## config.mk

```make
export PLATFORM = sky130hd
export DESIGN_NAME = rsv_sleep_select
export DESIGN_NICKNAME = d
export VERILOG_FILES = /design/src/design/rsv_pkg.sv /design/src/design/rsv_reg_state.sv /design/src/design/rsv_sleep_select.sv
export SDC_FILE = /design/constraint.sdc
export NUM_CORES = 1
export LEC_CHECK = 0
export BUFFER_PORTS_ARGS = -buffer_cell sky130_fd_sc_hd__buf_2
export CORE_MARGIN = 2
export CORE_UTILIZATION = 46
export CTS_CLUSTER_SIZE = 16
export DETAILED_ROUTE_END_ITERATION = 8
export HOLD_SLACK_MARGIN = 0.12
export PLACE_DENSITY = 0.88
export SLEW_MARGIN = 10
export SYNTH_ARGS = -nofsm -noshare
export SYNTH_HDL_FRONTEND = slang
export SYNTH_SLANG_ARGS = --single-unit
export TNS_END_PERCENT = 30
```

## constraint.sdc

```tcl
create_clock -name core_clk -period 2.6 [get_ports core_clk]
set_clock_uncertainty 0.2 [all_clocks]
set_input_delay 0.52 -clock core_clk [delete_from_list [all_inputs] [get_ports core_clk]]
set_output_delay 0.52 -clock core_clk [all_outputs]
set_load 0.1 [all_outputs]
```

## src/design/rsv_pkg.sv

```systemverilog
// Package with register map, field layout and reset values for sleep select
package rsv_pkg;

  // ==========================================================
  // Register offsets (byte addresses are four times the index)
  localparam logic [7:0] SLEEP_FORCE_OFF_TWO_IDX = 8'h2a;
  localparam logic [7:0] VOLTAGE_SOURCE_SELECT_IDX = 8'h2b;
  localparam logic [7:0] VOLTAGE_SELECT_PIN_MAP_IDX = 8'h2c;
  localparam logic [7:0] SLEEP_REQUEST_CTRL_IDX = 8'h30;
  localparam logic [7:0] SLEEP_STATUS_IDX = 8'h31;
  localparam logic [7:0] BUCK_STATE_IDX = 8'h32;
  localparam logic [7:0] LINREG_STATE_IDX = 8'h33;

  // ==========================================================
  // Field positions in the force-off and voltage-select registers
  localparam int THERMAL_SLEEP_DISABLE_BIT = 7;
  localparam int SLOW_CLOCK_OUT_SLEEP_DISABLE_BIT = 6;
  localparam int BUCK1_SLEEP_FORCE_OFF_BIT = 2;
  localparam int LINREG9_SLEEP_FORCE_OFF_BIT = 0;
  localparam int LINREG_SELECT_LSB = 4;
  localparam int BUCK_SELECT_LSB = 0;

  // ==========================================================
  // Power-on defaults (one-time-programmed set, first variant)
  localparam logic [7:0] SLEEP_FORCE_OFF_TWO_RST = 8'h04;
  localparam logic [7:0] VOLTAGE_SOURCE_SELECT_RST = 8'h00;
  localparam logic [7:0] VOLTAGE_SELECT_PIN_MAP_RST = 8'h50;

  // Sleep outcome of one regulator
  typedef enum logic [1:0] {
    RSV_ACTIVE,
    RSV_LOW_POWER,
    RSV_OFF
  } rsv_state_t;

  // Settings that decide one regulator's sleep outcome
  typedef struct packed {
    logic keepActive;
    logic forceOff;
    logic sleepReq;
  } rsv_cfg_t;

  // AHB-Lite data-phase context
  typedef struct packed {
    logic valid;
    logic write;
    logic [7:0] index;
  } rsv_ahb_t;

  localparam int SYNC_STAGES = 2;

endpackage : rsv_pkg

```

## src/design/rsv_reg_state.sv

```systemverilog
// One regulator's sleep outcome decision, registered
`timescale 1ns/100ps
module rsv_reg_state
  import rsv_pkg::*;
(
  input wire logic core_clk, // System clock
  input wire logic rst_b, // Async reset, active low
  input wire rsv_cfg_t cfg, // Keep, force-off and sleep request
  output rsv_state_t state // Registered outcome
);

  rsv_state_t state_reg;
  rsv_state_t state_next;

  // Outcome table; keep-active beats force-off, only during sleep
  always_comb
  begin
    // Active outside sleep
    if (!cfg.sleepReq)
      state_next = RSV_ACTIVE;
    // Keep-active wins
    else if (cfg.keepActive)
      state_next = RSV_ACTIVE;
    // Force-off gated by keep
    else if (cfg.forceOff)
      state_next = RSV_OFF;
    else
      state_next = RSV_LOW_POWER;
  end

  // Re-evaluated each cycle
  always_ff @(posedge core_clk or negedge rst_b)
  begin
    if (!rst_b)
      state_reg <= RSV_ACTIVE;
    else
      state_reg <= state_next;
  end

  assign state = state_reg;

endmodule : rsv_reg_state

```

## src/design/rsv_sleep_select.sv

```systemverilog
// Sleep-state and voltage-source select register bank with AHB-Lite slave
`timescale 1ns/100ps

// Notes on behaviour
// Thermal/clock-out keep bit 1 disables in sleep
// Force-off acts only when keep-active is 0
// Sleep: low power, active, or off
// Select bit 0 normal, 1 scaling register
// Voltage select applies in every outcome
// Registers take defaults on power-on reset
// Force-off register bit layout
// Voltage-select register bit layout
// Pin-map register: four two-bit fields
// Map code picks buck scaling pin 1..4
// Outcomes only while sleep request held
// Writes immediate; decisions re-evaluated next cycle
module rsv_sleep_select
  import rsv_pkg::*;
#(
  parameter int NUM_BUCK = 4, // Buck converters
  parameter int NUM_MAPPED = 4 // LDOs with pin mapping
)
(
  input wire logic core_clk, // System clock, 25 MHz
  input wire logic rst_b, // Async power-on reset, active low
  input wire logic hsel, // AHB slave select
  input wire logic [31:0] haddr, // AHB address
  input wire logic [1:0] htrans, // AHB transfer type
  input wire logic hwrite, // AHB write
  input wire logic [2:0] hsize, // AHB size
  input wire logic [31:0] hwdata, // AHB write data
  input wire logic hready, // AHB bus ready
  output logic [31:0] hrdata, // AHB read data
  output logic hreadyout, // AHB slave ready
  output logic hresp, // AHB response, always OKAY
  input wire logic sleep_pin, // Sleep request pin
  input wire logic [3:0] buck_scaling_select_pin, // Buck scaling pins
  input wire logic [5:0] sleep_keep_active, // Keep bits: buck4..1, ldo10,9
  output logic thermal_sleep_off, // Thermal monitor off now
  output logic slow_clock_out_off, // 32k clock output off now
  output logic [1:0] buck_state [NUM_BUCK], // Buck sleep outcome
  output logic [1:0] linreg_state [2], // LDO10/9 sleep outcome
  output logic [7:0] voltage_source_sel // Effective select, ldo4..1,buck4..1
);

  // Elaboration check: the bit layout serves exactly four of each
  if (NUM_BUCK != 4 || NUM_MAPPED != 4)
  begin : gen_bad_param
    $error("rsv_sleep_select supports only four bucks and four LDOs");
  end

  // The sleep synchroniser shift below is written for two stages
  if (SYNC_STAGES != 2)
  begin : gen_bad_sync
    $error("rsv_sleep_select needs a two-stage synchroniser");
  end

  // ==========================================================
  // Pin synchronisers
  logic [SYNC_STAGES-1:0] sleepSync_reg;
  logic [3:0] pinMeta_reg;
  logic [3:0] pinSync_reg;
  logic sleepReq;

  // Two flops before logic reads the sleep and scaling pins (keep bits go in unsynced); the first may go
  // metastable, so nothing but the second flop ever looks at it
  always_ff @(posedge core_clk or negedge rst_b)
  begin
    if (!rst_b)
    begin
      sleepSync_reg <= '0;
      pinMeta_reg <= 4'h0;
      pinSync_reg <= 4'h0;
    end
    else
    begin
      sleepSync_reg <= {sleepSync_reg[0], sleep_pin};
      pinMeta_reg <= buck_scaling_select_pin;
      pinSync_reg <= pinMeta_reg;
    end
  end

  assign sleepReq = sleepSync_reg[SYNC_STAGES-1];

  // ==========================================================
  // AHB-Lite slave
  rsv_ahb_t phase_reg;
  rsv_ahb_t phase_next;
  logic [7:0] forceOff_reg;
  logic [7:0] forceOff_next;
  logic [7:0] voltSel_reg;
  logic [7:0] voltSel_next;
  logic [7:0] pinMap_reg;
  logic [7:0] pinMap_next;
  logic [31:0] rdata_reg;
  logic [31:0] rdata_next;
  logic [7:0] readByte;
  logic [7:0] buckPacked;
  logic [7:0] linregPacked;
  logic wordAccess;
  logic inWindow;

  // Only aligned whole words inside the decoded window count; anything
  // else would alias onto a register, so it is ignored
  always_comb
  begin
    wordAccess = (hsize == 3'b010) && (haddr[1:0] == 2'b00);
    inWindow = (haddr[31:10] == 22'h000000);
  end

  // Capture the address phase; word index is the byte address over four
  always_comb
  begin
    phase_next.valid = hsel && hready && htrans[1] && wordAccess &&
      inWindow;
    phase_next.write = hwrite;
    phase_next.index = haddr[9:2];
  end

  // Register writes land in the data phase; zero wait states
  // Data trail the address by a cycle, so decode the captured phase
  always_comb
  begin
    forceOff_next = forceOff_reg;
    voltSel_next = voltSel_reg;
    pinMap_next = pinMap_reg;
    if (phase_reg.valid && phase_reg.write)
    begin
      case (phase_reg.index)
        // Force-off layout
        SLEEP_FORCE_OFF_TWO_IDX: forceOff_next = hwdata[7:0];
        // Select layout
        VOLTAGE_SOURCE_SELECT_IDX: voltSel_next = hwdata[7:0];
        // Pin-map fields
        VOLTAGE_SELECT_PIN_MAP_IDX: pinMap_next = hwdata[7:0];
        default: ;
      endcase
    end
  end

  // Read mux; unmapped reads return zero, status shows live state
  always_comb
  begin
    case (phase_next.index)
      SLEEP_FORCE_OFF_TWO_IDX: readByte = forceOff_next;
      VOLTAGE_SOURCE_SELECT_IDX: readByte = voltSel_next;
      VOLTAGE_SELECT_PIN_MAP_IDX: readByte = pinMap_next;
      SLEEP_REQUEST_CTRL_IDX: readByte = {7'h00, sleepReq};
      SLEEP_STATUS_IDX: readByte = {6'h00, thermal_sleep_off,
                                    slow_clock_out_off};
      BUCK_STATE_IDX: readByte = buckPacked;
      LINREG_STATE_IDX: readByte = linregPacked;
      default: readByte = 8'h00;
    endcase
    rdata_next = (phase_next.valid && !phase_next.write) ?
      {24'h000000, readByte} : 32'h00000000;
  end

  // Defaults on power-on reset
  always_ff @(posedge core_clk or negedge rst_b)
  begin
    if (!rst_b)
    begin
      phase_reg <= '0;
      forceOff_reg <= SLEEP_FORCE_OFF_TWO_RST;
      voltSel_reg <= VOLTAGE_SOURCE_SELECT_RST;
      pinMap_reg <= VOLTAGE_SELECT_PIN_MAP_RST;
      rdata_reg <= 32'h00000000;
    end
    else
    begin
      phase_reg <= phase_next;
      forceOff_reg <= forceOff_next;
      voltSel_reg <= voltSel_next;
      pinMap_reg <= pinMap_next;
      rdata_reg <= rdata_next;
    end
  end

  assign hrdata = rdata_reg;

  // ==========================================================
  // Bus response; zero wait states and always OKAY, yet kept in flops
  // so that no output of the block comes straight from logic
  logic readyOut_reg;
  logic readyOut_next;
  logic respOut_reg;
  logic respOut_next;

  // Every transfer completes at once and never errors
  always_comb
  begin
    readyOut_next = 1'b1;
    respOut_next = 1'b0;
  end

  // Ready stays high through reset so the bus never stalls on us
  always_ff @(posedge core_clk or negedge rst_b)
  begin
    if (!rst_b)
    begin
      readyOut_reg <= 1'b1;
      respOut_reg <= 1'b0;
    end
    else
    begin
      readyOut_reg <= readyOut_next;
      respOut_reg <= respOut_next;
    end
  end

  assign hreadyout = readyOut_reg;
  assign hresp = respOut_reg;

  // ==========================================================
  // Sleep outcome per regulator
  rsv_state_t buckSt [NUM_BUCK];
  rsv_state_t linSt [2];
  rsv_cfg_t buckCfg [NUM_BUCK];
  rsv_cfg_t linCfg [2];

  // Gather each regulator's keep, force-off and synced sleep request
  always_comb
  begin
    for (int b = 0; b < NUM_BUCK; b++)
    begin
      // Buck bits 5..2
      buckCfg[b].keepActive = sleep_keep_active[2+b];
      // Buck force-off bits
      buckCfg[b].forceOff = forceOff_reg[BUCK1_SLEEP_FORCE_OFF_BIT+b];
      // Shared sleep request
      buckCfg[b].sleepReq = sleepReq;
    end
    for (int l = 0; l < 2; l++)
    begin
      // LDO bits 1..0
      linCfg[l].keepActive = sleep_keep_active[l];
      // LDO force-off bits
      linCfg[l].forceOff = forceOff_reg[LINREG9_SLEEP_FORCE_OFF_BIT+l];
      linCfg[l].sleepReq = sleepReq;
    end
  end

  // Per-buck decision
  for (genvar i = 0; i < NUM_BUCK; i++)
  begin : gen_buck
    rsv_reg_state u_state (
      .core_clk(core_clk),
      .rst_b(rst_b),
      .cfg(buckCfg[i]),
      .state(buckSt[i])
    );
    assign buck_state[i] = buckSt[i];
  end

  // Ninth, tenth LDO decision
  for (genvar j = 0; j < 2; j++)
  begin : gen_linreg
    rsv_reg_state u_state (
      .core_clk(core_clk),
      .rst_b(rst_b),
      .cfg(linCfg[j]),
      .state(linSt[j])
    );
    assign linreg_state[j] = linSt[j];
  end

  // Pack the live outcomes for the read-only status words; the LDO
  // word has only two fields, so its top half reads zero
  always_comb
  begin
    buckPacked = 8'h00;
    linregPacked = 8'h00;
    for (int b = 0; b < NUM_BUCK; b++)
      buckPacked[2*b +: 2] = buckSt[b];
    for (int l = 0; l < 2; l++)
      linregPacked[2*l +: 2] = linSt[l];
  end

  // ==========================================================
  // Thermal and slow clock gating, voltage source selection
  logic thermOff_reg;
  logic thermOff_next;
  logic clkOff_reg;
  logic clkOff_next;
  logic [7:0] voltOut_reg;
  logic [7:0] voltOut_next;
  logic [NUM_MAPPED-1:0] mappedPin;

  // Keep bit set means the function is switched off, and only in sleep
  always_comb
  begin
    // Off in sleep when 1
    thermOff_next = sleepReq && forceOff_reg[THERMAL_SLEEP_DISABLE_BIT];
    // Clock output likewise
    clkOff_next = sleepReq &&
      forceOff_reg[SLOW_CLOCK_OUT_SLEEP_DISABLE_BIT];
  end

  // Each LDO follows the synced pin its code names; the map is always
  // in force, so the stored LDO select bits only read back
  always_comb
  begin
    // Two bits per LDO
    // Code picks buck pin
    for (int k = 0; k < NUM_MAPPED; k++)
      mappedPin[k] = pinSync_reg[pinMap_reg[2*k +: 2]];
  end

  // Select is independent of sleep outcome, so it holds in every state
  always_comb
  begin
    // 0 normal, 1 scaling
    // Buck selects, low half
    voltOut_next = voltSel_reg;
    // Mapped pins override
    voltOut_next[LINREG_SELECT_LSB +: NUM_MAPPED] = mappedPin;
    // No gating by sleep state
  end

  // Registered next cycle
  always_ff @(posedge core_clk or negedge rst_b)
  begin
    if (!rst_b)
    begin
      thermOff_reg <= 1'b0;
      clkOff_reg <= 1'b0;
      voltOut_reg <= VOLTAGE_SOURCE_SELECT_RST;
    end
    else
    begin
      thermOff_reg <= thermOff_next;
      clkOff_reg <= clkOff_next;
      voltOut_reg <= voltOut_next;
    end
  end

  assign thermal_sleep_off = thermOff_reg;
  assign slow_clock_out_off = clkOff_reg;
  assign voltage_source_sel = voltOut_reg;

endmodule : rsv_sleep_select

```

==> run summary <==
The flow ran to the end, and the final reports show no timing, DRC or antenna violations. The synthesized netlist cell count is 214. The analysis attributes to cell leakage a power of slightly below 2 nW. The routed length per placed instance is approximately 16 um.

Once layout is complete, the cells apart from fillers number around 420. The weighted congestion reported at the end of routability-driven placement is 0.881. The leading area contributor after synthesis is sky130_fd_sc_hd__dfrtp_1.

The tree is rooted in a sky130_fd_sc_hd__clkbuf_8. The source of the worst register-to-register timing path is phase_reg[4]. By area, the combinational part of the netlist is dominated by multiplexers. The number of DRC violations after detailed-routing iteration 0 came out at between 90 and 100. Summed over all nets, wire length on met2 after detailed routing comes to 3480 um. The core outline area came out at 6350 um2. The later pin in the worst-skew pair is clocked with a latency of 0.35 ns. For this run, design rule violations remaining after detail routing come to 0. The total via count in the routed design is about 2100.

During synthesis, Yosys emitted a total of 0 warnings. The depth of the worst register-to-register path came out at 6. The number of antenna repair diodes is 0. The simple-gate share of the synthesized area is 0.118. The total of endpoints with negative setup slack in the final report came out at 0. From synthesis to final layout, the design area changed by 28.8%.

Each instance of the synthesized netlist takes up on average 14.1 um2. The data arrival at the endpoint of the critical path came out at 2.42 ns. The via count of the first global-routing pass is about 2300. The initial antenna violation count came out at 0. The mux contribution to synthesized area came out at 0.136. The tree built by TritonCTS fans out to 74 sinks. Counting along the longest clock path gives a buffer depth of 2.

Setup repair after global routing left no endpoint under its margin. Static timing analysis puts the maximum clock frequency at 412 MHz. The worst setup path is launched from a register. Power spread over the standard cell area amounts to between 600 and 700 nW/um2. At the pin with the least slew margin, the transition time is ~0.86 ns. The overflow left after global routing came out at 0. In this run the top signal layer used is met4.

Registers take 1860 um2. The sum of routed wire length over all layers is slightly below 7000 um. The number of library cell types mapped by synthesis is 32. The number of hold buffers added after cts is 15. The XOR/XNOR share of the synthesized area came out at 0.

The total clock buffers created by CTS came out at 9. Entering global routing, the biggest net connects 75 pins. The width of the die is 85.1 um.

The proportion of synthesized chip area in sequential cells came out at 0.613. In this run the worst setup path terminates at hrdata[0]. The number of max-cap violations is 0. The adder and majority gate portion of the synthesized area came out at 0.

The critical path is of the register to register type. The complex-gate fraction of the synthesized area is 0.0579. The ratio of cells with drive above 1 in the final layout is 0.446. The die covers 7240 um2. The number of nets with antenna violations after routing is 0. The clock period could shrink to about 2.4 ns.

After detailed placement, the design holds a cell count of between 300 and 400. The final max-slew violation count is 0. The post-synthesis cell area came out at between 3000 and 4000 um2. The area used by multi-input combinational logic came out at 1040 um2. In this run the tool buffered the top-level ports with 89 buffer cells. The maximum VDD drop came out at roughly 0.52 mV. The most critical setup path has its startpoint at phase_reg[4]. After synthesis, the cell types taking the most area are sky130_fd_sc_hd__dfrtp_1, sky130_fd_sc_hd__mux2_2, sky130_fd_sc_hd__buf_4, sky130_fd_sc_hd__mux4_2, sky130_fd_sc_hd__a22oi_1. Measured along the y axis, the die boundary spans around 85 um. The fraction of synthesized cell area taken by the top area cell type came out at 0.587. The routed length on met3 is 487 um. The setup total negative slack came out at 0 ns. TritonCTS built the clock tree.

The worst hold path belongs to the class input port to register. The number of fillers in the final layout came out at around 530. Across all register-to-register paths, the minimum setup slack is 0.17 ns. The data required time at the worst endpoint is 2.59 ns.

After detailed routing, the wire length on met1 is 2710 um. For this design the top-level I/O count stands at roughly 140. The number of endpoints with negative hold slack in the final report was 0. The detailed-route vias per instance came out at ~5. The critical-path maximum fanout came out at 8. The total setup buffers inserted after CTS came out at 0. The count of cells resized by post-cts repair came out at 0.

The H-tree depth reported by CTS came out at 3. The register with the most flip-flops in the layout has 10 of them. The first-pass GRT wire length came out at between 10000 and 15000 um. Of the available clock period, the critical path in the final layout requires 0.933.

Across all setup checks in the final design, the least slack found is around 0.17 ns. The endpoint identified for the worst register-to-register timing path is hrdata[0]. The number of iterations in the first detailed-routing pass came out at 4.

The starting density of the core is 0.476. The total half-perimeter wirelength after legalization and detailed placement came out at roughly 4800 um. The post-CTS clock slew at the launch and capture registers of the worst setup and hold paths is ~0.080 ns. The final layout contains between 400 and 500 nets. The relative max-transition margin came out at 0.427. The pre-CTS setup slack is between 0.15 and 0.2 ns.

Counting flops and latches in the post-synthesis netlist gives 74. The overall routing resource usage is 0.195. The count of standard-cell rows is 29. The type of element capturing the critical path is a register.
[worst max-delay path, stage by stage (launching register included)]
cell                      delay [ns]
sky130_fd_sc_hd__dfrtp_1        0.38
sky130_fd_sc_hd__or4b_4         0.60
sky130_fd_sc_hd__nor4_4         0.23
sky130_fd_sc_hd__buf_4          0.22
sky130_fd_sc_hd__mux2_2         0.37
sky130_fd_sc_hd__a32oi_1        0.17
sky130_fd_sc_hd__a21oi_1        0.10
[layer usage]
metal	up-vias	track usage
met5	-	0
met2	84	0.322
li1	971	-
met1	1066	0.234
met4	0	0.0693
met3	7	0.0759
[metrics by stage]
stage          area (um2)  total power [W]  utilization  hold WS [ns]
2_1_floorplan        3120          0.00149            -        0.0244
3_3_place_gp         3530          0.00155        0.557         0.134
3_5_place_dp         3530          0.00155        0.557         0.136
4_1_cts              3890          0.00246        0.612         0.121
5_1_grt              3900          0.00253        0.614         0.129
6_report             3900          0.00244        0.614         0.144
[where the power goes]
part	leakage, nW	internal, W	switching [W]	total, W
combinational	0.910	0.0000749	0.000290	0.000365
sequential	0.963	0.00117	0.0000114	0.00118
clock	0.103	0.000470	0.000420	0.000891
[cells in the mapped netlist (all sizes together)]
cell type	number
and2	2
mux2i	3
buf	27
inv	2
a22oi	12
nand2b	1
nor3	4
nand4	2
conb	2
a21oi	11
nand3	3
nor4	8
o21ai	1
clkbuf	1
nor2	6
a32oi	2
dfrtp	71
o211ai	1
mux2	24
nor3b	8
nand4b	1
nor4b	2
mux4	5
or2b	2
or4b	1
nand2	3
and3b	6
dfstp	3
[worst min-delay path by stage]
| stage | cells past startpoint | start | slack [ns] | endpoint |
|---|---|---|---|---|
| after floorplan | 0 | rst_b | 0.02 | forceOff_reg[0] |
| after global placement | 0 | pinMeta_reg[0] | 0.13 | pinSync_reg[0] |
| after detailed placement | 0 | pinMeta_reg[3] | 0.14 | pinSync_reg[3] |
| after CTS | 1 | haddr[4] | 0.12 | phase_reg[2] |
| after global routing | 2 | sleep_keep_active[1] | 0.13 | gen_linreg[1].u_state.state[0] |
| final | 2 | sleep_keep_active[1] | 0.14 | gen_linreg[1].u_state.state[0] |
[cells by family (layout without fill, tap and decap cells)]
kind of cell | count (synthesis) | count (layout)
mux | 32 | 32
simple gates | 49 | 49
flops | 74 | 74
compound gates | 27 | 27
buf+inv | 30 | 133
other cells | 2 | 26
[cell type report]
type                            count  share of cell area
Sequential cell                    74               0.476
Timing Repair Buffer              115               0.178
Inverter                            2             0.00193
Clock inverter                      6              0.0167
Clock buffer                       10              0.0353
Multi-Input combinational cell    134               0.267
Tap cell                           77              0.0247
[layout by cell type, fill, tap and decap left out, drive strengths merged, types with 2 or more instances in the layout]
master,instances
a21oi,11
nor3,4
clkbuf,10
dfstp,3
buf,99
inv,3
mux4,5
nand3,3
and3b,6
and2,2
mux2,24
nor4b,2
mux2i,3
nor4,8
conb,26
dfrtp,71
or2b,2
a22oi,12
nand4,2
nor3b,8
nor2,6
dlygate4sd3,16
clkinv,3
nand2,3
a32oi,2
Note: power is estimated with default switching activity, not from simulation.
